==> src/include/occr_defs.svh <==
// constants of the oscillator control register block
`ifndef OCCR_DEFS_SVH
`define OCCR_DEFS_SVH
`define OCCR_ADDR_W        2
`define OCCR_ADDR_OSC_CTRL 2'h0
`define OCCR_ADDR_CLK_DIV  2'h1
`define OCCR_ADDR_RC_TUNE  2'h2
`define OCCR_CUR_HI        14
`define OCCR_CUR_LO        12
`define OCCR_NXT_HI        10
`define OCCR_NXT_LO        8
`define OCCR_LOCK_BIT      7
`define OCCR_PINLOCK_BIT   6
`define OCCR_PLL_BIT       5
`define OCCR_FAIL_BIT      3
`define OCCR_SOSC_BIT      1
`define OCCR_SWREQ_BIT     0
`define OCCR_ROI_BIT       15
`define OCCR_DOZE_HI       14
`define OCCR_DOZE_LO       12
`define OCCR_RATIO_REDUCTION_ENABLE_BIT     11
`define OCCR_POST_HI       10
`define OCCR_POST_LO       8
`define OCCR_TUN_HI        5
`define OCCR_TUN_LO        0
`define OCCR_DOZE_RST      3'h3
`define OCCR_POST_RST      3'h0
`define OCCR_TUN_RST       6'h00
`define OCCR_UNLOCK_KEY1   16'h0057
`define OCCR_UNLOCK_KEY2   16'h00AA
`define OCCR_SW_CYCLES     4'h8
`define OCCR_ZERO16        16'h0000
`endif

==> src/include/occr_pkg.sv <==
// types of the oscillator control register block
package occr_pkg;
  typedef enum logic [2:0] {
    OCCR_SRC_FRC, OCCR_SRC_FRC_PLL, OCCR_SRC_PRI, OCCR_SRC_PRI_PLL,
    OCCR_SRC_SEC, OCCR_SRC_LOW_POWER_RC, OCCR_SRC_FRC_DIV16, OCCR_SRC_FRC_DIVN
  } occr_src_t;
  typedef enum logic [1:0] {
    OCCR_UNL_IDLE, OCCR_UNL_KEY1, OCCR_UNL_OPEN
  } occr_unl_t;
endpackage : occr_pkg

==> src/hw/occr_sync2.sv <==
// two flip-flop synchroniser for one level
`timescale 1ns/1ps
`default_nettype none
module occr_sync2 (
  input  wire logic clk,
  input  wire logic d,
  output logic      q
);
  logic meta_ff;
  always_ff @(posedge clk) begin
    meta_ff <= d;
    q       <= meta_ff;
  end
endmodule : occr_sync2
`default_nettype wire

==> src/hw/occr_top.sv <==
// oscillator control, divisor and tuning registers with doze divider
// Function
// registers reset only on power-on reset, other resets leave them
// read-only current source field at bits 14-12, eight source codes
// writable next source field at bits 10-8, same encoding
// current and next source load from config bits at power-on
// mode 01: lock bit 7 set blocks switching, clear allows it
// pin-select lock bit 6 refuses pin-select register writes
// pll lock flag bit 5 reads lock or expired start-up timer; code also requires pll enabled, else reads 0
// clock fail bit 3 set by monitor, cleared by software only
// bit 1 enables secondary oscillator, reset zero
// switch request bit 0 set by software, cleared on completion
// control register writes ignored without prior unlock sequence
// recover-on-interrupt clears doze enable on any interrupt
// doze field divides instruction clock by two to field power
// doze enable gives ratio from field, else forced 1:1
// postscaler divides 1..64 for 000..110, 256 for 111
// tuning field is signed 6-bit trim, reset zero
// unimplemented bits read zero, writes ignored
// instruction clock is system clock divided by two
// mode 1x no switching no monitor, 01 switching, 00 both
// switch completes by copying next to current, then clearing request; code does both in the same cycle
//
// Local design decisions: the address map and strobed register access.
`timescale 1ns/1ps
`default_nettype none
`include "occr_defs.svh"
module occr_top (
  input  wire logic                  clk,
  input  wire logic                  rstn,
  input  wire logic                  por_n,
  input  wire logic [2:0]            init_source_cfg,
  input  wire logic [1:0]            switch_monitor_config,
  input  wire logic                  pll_locked,
  input  wire logic                  pll_timer_done,
  input  wire logic                  pll_enabled,
  input  wire logic                  fail_detect,
  input  wire logic                  irq_event,
  input  wire logic                  pin_select_wr,
  input  wire logic [`OCCR_ADDR_W-1:0] addr,
  input  wire logic [15:0]           wdata,
  input  wire logic                  wr,
  input  wire logic                  rd,
  output logic [15:0]                rdata,
  output occr_pkg::occr_src_t        current_source_sel,
  output logic                       secondary_osc_enable,
  output logic                       pin_select_wr_ok,
  output logic                       fail_safe_monitor,
  output logic                       cpu_clk_en,
  output logic                       periph_clk_en,
  output logic [2:0]                 rc_postscaler_sel,
  output logic [7:0]                 rc_post_ratio_m1,
  output logic [5:0]                 rc_trim_field
);
  import occr_pkg::*;

  // ------------------------------------------------------------
  // input synchronisers
  // ------------------------------------------------------------
  logic pll_locked_s, pll_timer_s, pll_en_s, fail_s, irq_s;
  occr_sync2 u_sync_lock (.clk(clk), .d(pll_locked),     .q(pll_locked_s));
  occr_sync2 u_sync_tmr  (.clk(clk), .d(pll_timer_done), .q(pll_timer_s));
  occr_sync2 u_sync_en   (.clk(clk), .d(pll_enabled),    .q(pll_en_s));
  occr_sync2 u_sync_fail (.clk(clk), .d(fail_detect),    .q(fail_s));
  occr_sync2 u_sync_irq  (.clk(clk), .d(irq_event),      .q(irq_s));

  // ------------------------------------------------------------
  // register state
  // ------------------------------------------------------------
  occr_src_t cur_ff, nxt_src_ff;
  logic      lock_ff, pinlock_ff, fail_ff, sosc_ff, swreq_ff;
  logic      roi_ff, ratio_reduction_enable_ff;
  logic [2:0] doze_ff, post_ff;
  logic [5:0] tun_ff;
  occr_unl_t unl_ff;
  logic [3:0] sw_cnt_ff;
  logic       irq_d_ff;

  logic switch_allowed, sel_ctrl, sel_div, sel_tun, ctrl_wr, irq_rise;
  assign switch_allowed = !switch_monitor_config[1] && !lock_ff;
  assign sel_ctrl = (addr == `OCCR_ADDR_OSC_CTRL);
  assign sel_div  = (addr == `OCCR_ADDR_CLK_DIV);
  assign sel_tun  = (addr == `OCCR_ADDR_RC_TUNE);
  assign ctrl_wr  = wr && sel_ctrl && (unl_ff == OCCR_UNL_OPEN);
  assign irq_rise = irq_s && !irq_d_ff;

  // ------------------------------------------------------------
  // unlock sequence: key1 then key2 written to control address
  // ------------------------------------------------------------
  // keys opened only for the next access; any other access shuts it
  always_ff @(posedge clk) begin
    if (!por_n) begin
      unl_ff <= OCCR_UNL_IDLE;
    end else if (wr && sel_ctrl) begin
      unique case (unl_ff)
        OCCR_UNL_IDLE: unl_ff <= (wdata == `OCCR_UNLOCK_KEY1) ? OCCR_UNL_KEY1 : OCCR_UNL_IDLE;
        OCCR_UNL_KEY1: unl_ff <= (wdata == `OCCR_UNLOCK_KEY2) ? OCCR_UNL_OPEN : OCCR_UNL_IDLE;
        OCCR_UNL_OPEN: unl_ff <= OCCR_UNL_IDLE;
        default:       unl_ff <= OCCR_UNL_IDLE;
      endcase
    end else if (wr || rd) begin
      unl_ff <= OCCR_UNL_IDLE;
    end
  end

  // ------------------------------------------------------------
  // oscillator control register
  // ------------------------------------------------------------
  // rstn is deliberately unused here: only power-on reset clears these
  always_ff @(posedge clk) begin
    if (!por_n) begin
      cur_ff     <= occr_src_t'(init_source_cfg);
      nxt_src_ff <= occr_src_t'(init_source_cfg);
      lock_ff    <= 1'b0;
      pinlock_ff <= 1'b0;
      sosc_ff    <= 1'b0;
      swreq_ff   <= 1'b0;
      sw_cnt_ff  <= 4'h0;
    end else begin
      if (ctrl_wr) begin
        nxt_src_ff <= occr_src_t'(wdata[`OCCR_NXT_HI:`OCCR_NXT_LO]);
        pinlock_ff <= wdata[`OCCR_PINLOCK_BIT];
        sosc_ff    <= wdata[`OCCR_SOSC_BIT];
        if (switch_monitor_config == 2'h1) begin
          lock_ff <= wdata[`OCCR_LOCK_BIT];
        end
      end
      if (swreq_ff) begin
        if (sw_cnt_ff == `OCCR_SW_CYCLES) begin
          cur_ff    <= nxt_src_ff;
          swreq_ff  <= 1'b0;
          sw_cnt_ff <= 4'h0;
        end else begin
          sw_cnt_ff <= sw_cnt_ff + 4'h1;
        end
      end else if (ctrl_wr && wdata[`OCCR_SWREQ_BIT] && switch_allowed) begin
        swreq_ff <= 1'b1;
      end
    end
  end

  // ------------------------------------------------------------
  // clock fail flag
  // ------------------------------------------------------------
  always_ff @(posedge clk) begin
    if (!por_n) begin
      fail_ff <= 1'b0;
    end else if (fail_s && switch_monitor_config == 2'h0) begin
      fail_ff <= 1'b1;   // set beats clear
    end else if (ctrl_wr && !wdata[`OCCR_FAIL_BIT]) begin
      fail_ff <= 1'b0;
    end
  end

  // ------------------------------------------------------------
  // clock divisor and tuning registers
  // ------------------------------------------------------------
  always_ff @(posedge clk) begin
    if (!por_n) begin
      roi_ff   <= 1'b0;
      doze_ff  <= `OCCR_DOZE_RST;
      ratio_reduction_enable_ff <= 1'b0;
      post_ff  <= `OCCR_POST_RST;
      tun_ff   <= `OCCR_TUN_RST;
      irq_d_ff <= 1'b0;
    end else begin
      irq_d_ff <= irq_s;
      if (wr && sel_div) begin
        roi_ff  <= wdata[`OCCR_ROI_BIT];
        doze_ff <= wdata[`OCCR_DOZE_HI:`OCCR_DOZE_LO];
        post_ff <= wdata[`OCCR_POST_HI:`OCCR_POST_LO];
      end
      if (wr && sel_tun) begin
        tun_ff <= wdata[`OCCR_TUN_HI:`OCCR_TUN_LO];
      end
      if (roi_ff && irq_rise) begin
        ratio_reduction_enable_ff <= 1'b0;   // interrupt wins over a write
      end else if (wr && sel_div) begin
        ratio_reduction_enable_ff <= wdata[`OCCR_RATIO_REDUCTION_ENABLE_BIT];
      end
    end
  end

  // ------------------------------------------------------------
  // instruction clock and doze divider
  // ------------------------------------------------------------
  logic       fcy_ff;
  logic [6:0] doze_cnt_ff;
  logic [6:0] doze_lim;
  assign doze_lim = ratio_reduction_enable_ff ? 7'((8'h01 << doze_ff) - 8'h01) : 7'h00;
  always_ff @(posedge clk) begin
    if (!rstn) begin
      fcy_ff <= 1'b0;
    end else begin
      fcy_ff <= !fcy_ff;
    end
  end
  always_ff @(posedge clk) begin
    if (!rstn) begin
      doze_cnt_ff   <= 7'h00;
      cpu_clk_en    <= 1'b0;
      periph_clk_en <= 1'b0;
    end else begin
      cpu_clk_en <= fcy_ff;
      periph_clk_en <= 1'b0;
      if (fcy_ff) begin
        if (doze_cnt_ff >= doze_lim) begin
          doze_cnt_ff   <= 7'h00;
          periph_clk_en <= 1'b1;
        end else begin
          doze_cnt_ff <= doze_cnt_ff + 7'h01;
        end
      end
    end
  end

  // ------------------------------------------------------------
  // status and outputs
  // ------------------------------------------------------------
  logic pll_ok;
  assign pll_ok = pll_en_s && (pll_locked_s || pll_timer_s);
  always_ff @(posedge clk) begin
    if (!rstn) begin
      rdata                <= `OCCR_ZERO16;
      current_source_sel   <= OCCR_SRC_FRC;
      secondary_osc_enable <= 1'b0;
      pin_select_wr_ok     <= 1'b0;
      fail_safe_monitor    <= 1'b0;
      rc_postscaler_sel    <= `OCCR_POST_RST;
      rc_post_ratio_m1     <= 8'h00;
      rc_trim_field        <= `OCCR_TUN_RST;
    end else begin
      current_source_sel   <= cur_ff;
      secondary_osc_enable <= sosc_ff;
      pin_select_wr_ok     <= pin_select_wr && !pinlock_ff;
      fail_safe_monitor    <= (switch_monitor_config == 2'h0);
      rc_postscaler_sel    <= post_ff;
      rc_post_ratio_m1     <= (post_ff == 3'h7) ? 8'hFF : 8'((9'h001 << post_ff) - 9'h001);
      rc_trim_field        <= tun_ff;
      rdata <= `OCCR_ZERO16;
      if (rd) begin
        if (sel_ctrl) begin
          rdata[`OCCR_CUR_HI:`OCCR_CUR_LO] <= cur_ff;
          rdata[`OCCR_NXT_HI:`OCCR_NXT_LO] <= nxt_src_ff;
          rdata[`OCCR_LOCK_BIT]    <= lock_ff;
          rdata[`OCCR_PINLOCK_BIT] <= pinlock_ff;
          rdata[`OCCR_PLL_BIT]     <= pll_ok;
          rdata[`OCCR_FAIL_BIT]    <= fail_ff;
          rdata[`OCCR_SOSC_BIT]    <= sosc_ff;
          rdata[`OCCR_SWREQ_BIT]   <= swreq_ff;
        end else if (sel_div) begin
          rdata[`OCCR_ROI_BIT]               <= roi_ff;
          rdata[`OCCR_DOZE_HI:`OCCR_DOZE_LO] <= doze_ff;
          rdata[`OCCR_RATIO_REDUCTION_ENABLE_BIT]             <= ratio_reduction_enable_ff;
          rdata[`OCCR_POST_HI:`OCCR_POST_LO] <= post_ff;
        end else if (sel_tun) begin
          rdata[`OCCR_TUN_HI:`OCCR_TUN_LO] <= tun_ff;
        end
      end
    end
  end
endmodule : occr_top
`default_nettype wire

==> config.mk <==
export PLATFORM = sky130hd
export DESIGN_NAME = occr_top
export DESIGN_NICKNAME = d
export VERILOG_FILES = /design/src/include/occr_pkg.sv /design/src/hw/occr_sync2.sv /design/src/hw/occr_top.sv
export VERILOG_INCLUDE_DIRS = /design/src /design/src/include
export SDC_FILE = /design/constraint.sdc
export NUM_CORES = 1
export LEC_CHECK = 0
export ABC_AREA = 0
export BUFFER_PORTS_ARGS = -buffer_cell sky130_fd_sc_hd__buf_2
export CAP_MARGIN = 30
export CORE_MARGIN = 5
export CORE_UTILIZATION = 53
export CTS_CLUSTER_DIAMETER = 100
export CTS_CLUSTER_SIZE = 28
export DETAILED_ROUTE_END_ITERATION = 7
export MAX_ROUTING_LAYER = met4
export PLACE_DENSITY_LB_ADDON = 0.12
export RECOVER_POWER = 50
export SLEW_MARGIN = 10
export SYNTH_ARGS = -nofsm -noshare
export SYNTH_HDL_FRONTEND = slang
export SYNTH_SLANG_ARGS = --single-unit
==> constraint.sdc <==
create_clock -name clk -period 3.1 [get_ports clk]
set_input_delay 0 -clock clk [delete_from_list [all_inputs] [get_ports clk]]
set_output_delay 0 -clock clk [all_outputs]
set_load 0.01 [all_outputs]
==> impl_results.md <==
- Result of the run: completed
- Largest net degree at the start of global routing: 35
- Clock Skew: 6.55 ps
- Combinational share of power: 7.4%
- Worst Max-Slew Pin Slew: 1120 ps
- Final min period: 2720 ps
- Syn Inst Count: 326
- Peak supply drop: 392 µV
- Total number of vias: 2592
- Top cells by area, synth: dfxtp_1, mux2i_1, edfxtp_1, and2_1, nand2_1
- Synthesized flop and latch total: 91
- Main flop type after synthesis: dfxtp_1
- Final ANT Viol Nets: 0
- Switching Share: 22.3%
- Vias in the first global route: 2394
- Maximum capacitance violations: 0
- Slowest stage cell on the critical path: or3_1
- Buffers on Ports: 74
- Worst Hold End: doze_ff[0]
- Hold wc startpoint: por_n
- Crit end category: flip-flop
- FF-to-FF path depth: 11
- CTS Buffer Depth: 2
- DRT Pass-1 Iters: 5
- Worst EP required: 3320 ps
- Yosys top cell area share: 50.7%
- Cell area power density: 519 mW/mm²
- CTS tree: yes
- Nets@finish: 477
- Final hold slack: 72.9 ps
- RR Endpoint: doze_cnt_ff[3]
- Startpoint Class: flip-flop
- H-tree depth: 3
- Fmax: 368 MHz
- Pleak: 1.89 nW
- Total Routing Usage GR: 19.3%
- Count of final setup violators: 0
- Routed length per instance: 14.1 µm
- Clock share of power: 36.9%
- Sw Pwr: 496 µW
- I/O pin count: 75
- First-iteration detailed-routing DRC count: 130
- R2R Setup Slk: 380 ps
- Gr ovfl total: 0
- YS warnings: 0
- Clock root cell: clkbuf_8
- Ant diodes: 0
- CP Class: flip-flop to flip-flop
- Layout cell share with drive strength beyond 1: 14.4%
- Slew headroom: 25.1%
- Register share of total power: 55.7%
- Ratio of final minimum period to clock period: 87.6%
- Final WL: 7230 µm
- Row count: 29
- Placed inst area: 0.00378 mm²
- PnR Total Power: 2.22 mW
- Die area: 0.00803 mm²
- Total core area: 0.00624 mm²
- Setup TNS Final: 0 ps
- Clk sink count: 91
- FF-to-FF Start: doze_ff[0]
- Global-route wire length before repair: 11500 µm
- Die height: 89.6 µm
- Register area share after synthesis: 56.1%
- Hpwl dp: 4890 µm
- Final Hold Fails: 0
- Initial Utilization: 53.8%
- Initial antenna violation count: 0
- Area Overhead vs Synth: 27.5%
- Drt via density: 5.04
- Worst hold stages: 2
- Syn nets: 371
- Chip width: 89.6 µm
- Most frequent CP cell: ha_1
- Netlist cell types: 38
- CTS clk-pin slew, worst paths: 80 ps
- Max stage delay on crit path: 420 ps
- RSZ-0062 raised after global routing: no
- DR DRC count: 0
- Area of the mapped netlist: 0.00336 mm²
- Synth area leader: dfxtp_1
- Internal power: 1.73 mW
- Gpl congestion: 0.781
- CP cell instances: or3_1 > ha_1 > nor3_1 > a21oi_1 > nor2b_1 > o21ai_0 > ha_1 > nand4_1 > or2_2 > o221ai_2 > nor2_1
- HP Class: primary input to flip-flop
- Synth Area per Inst: 10.3 µm²
- Post-CTS setup buffers: 0
- Number of synthesized flops with an enable pin: 6
- Worst Path Max Fanout: 8
- CP arrival: 2940 ps
- Post-Layout Inst Area: 0.00428 mm²
- Ys async rst share: 0%
- Fin. max-slew vios: 0
- Skew-Pair Late Insertion Delay: 340 ps
- Total CTS buffers: 9
cell type report:
| cell class | count | area (µm²) |
|---|---|---|
| Clock inverter | 4 | 56.3 |
| Tap cell | 77 | 96.3 |
| Clock buffer | 12 | 155 |
| Inverter | 7 | 26.3 |
| Multi-Input combinational cell | 216 | 1410 |
| Sequential cell | 91 | 1880 |
| Timing Repair Buffer | 107 | 657 |
| Fill cell | 498 | 1960 |
routing by layer:
| metal | track usage, % | routed length [µm] |
|---|---|---|
| met4 | 6.63 | 123 |
| met5 | - | 0 |
| met3 | 4.38 | 490 |
| met2 | 29.5 | 3310 |
| met1 | 25.1 | 3300 |
cells in the final DEF, fill, tap and decap left out, types with 2 or more instances in the layout:
| master | count |
|---|---|
| dfxtp_1 | 85 |
| buf_2 | 44 |
| nand2_1 | 38 |
| clkbuf_1 | 32 |
| dlygate4sd3_1 | 32 |
| nor2_1 | 26 |
| mux2i_1 | 24 |
| nor2b_1 | 19 |
| and2_1 | 17 |
| ha_1 | 11 |
| clkbuf_8 | 11 |
| and2_0 | 8 |
| inv_1 | 7 |
| o21ai_0 | 7 |
| nand4_1 | 7 |
| nand2b_1 | 6 |
| nand3_1 | 6 |
| xor2_1 | 6 |
| edfxtp_1 | 6 |
| a21oi_1 | 4 |
| nor3b_1 | 4 |
| xnor2_1 | 4 |
| nand3b_1 | 4 |
| and3_1 | 3 |
| nor4b_1 | 3 |
| a22o_1 | 3 |
| or3_1 | 2 |
| a21o_1 | 2 |
| inv_6 | 2 |
sequential cells by signal, summed over array words and instances, names as in the netlist, 2 cells and up:
signal	count
rc_trim_field	6
doze_cnt_ff	7
doze_ff	3
sw_cnt_ff	4
tun_ff	6
cur_ff	3
current_source_sel	3
nxt_src_ff	3
unl_ff	2
rdata	16
rc_postscaler_sel	3
rc_post_ratio_m1	8
post_ff	3
power groups by stage:
stage	registers (mW)	clock network, mW	logic [mW]
5_1_grt	1.24	0.895	0.182
3_5_place_dp	1.26	0	0.134
4_1_cts	1.24	0.842	0.166
6_report	1.24	0.820	0.165
3_3_place_gp	1.26	0	0.132
2_1_floorplan	1.26	0	0.0722
critical path, delay by kind of cell (launching register included):
| kind | cells | cell delay [ps] |
|---|---|---|
| AO/OA/AOI/OAI | 3 | 450 |
| AND/OR/NAND/NOR | 6 | 1190 |
| adder cells (fa/ha/maj) | 2 | 590 |
| flip-flops | 1 | 390 |
cells in the mapped netlist (2+ instances only):
master	number
nand4_1	7
and2_1	25
mux2i_1	24
nand3_1	6
nand2b_1	6
clkbuf_1	10
nand3b_1	4
nand2_1	38
o21ai_0	7
or3_1	2
xnor2_1	4
dfxtp_1	85
nor3b_1	4
nor4b_1	3
ha_1	11
a21oi_1	4
a21o_1	2
and3_1	3
xor2_1	6
nor2_1	26
a22o_1	3
edfxtp_1	6
nor2b_1	19
inv_1	7
repair_timing:
item / 4_1_cts / 5_1_grt
hold buffers: 32 / 0
endpoints found under the setup margin: 0 / 2
resized for setup: 0 / 1
hold endpoints to repair: 32 / 0
worst max path at each step:
stage                     from        endpoint  slack [ps]  depth (start not counted)
floorplan           doze_ff[0]  doze_cnt_ff[2]         480                         12
global placement    doze_ff[0]  doze_cnt_ff[2]         430                         11
detailed placement  doze_ff[0]  doze_cnt_ff[3]         270                         11
CTS                 doze_ff[0]  doze_cnt_ff[3]         270                         11
global route        doze_ff[0]  doze_cnt_ff[3]         150                         11
finish              doze_ff[0]  doze_cnt_ff[3]         380                         11
stage by stage:
step / setup slack (ps) / utilization [%] / std cells
2_1_floorplan: 485 / - / 326
3_3_place_gp: 426 / 60.5 / 465
3_5_place_dp: 273 / 60.6 / 466
4_1_cts: 266 / 69.1 / 514
5_1_grt: 151 / 68.6 / 514
6_report: 384 / 68.6 / 514
cells by family after synthesis:
family,share of synthesized area [%]
adder cells (fa/ha/maj),4.10
AO/OA/AOI/OAI,4.21
AND/OR/NAND/NOR,23.7
XOR/XNOR,2.61
multiplexers,7.16
buffers and inverters,2.16
flip-flops,56.1
Note: power is estimated with default switching activity, not from simulation.
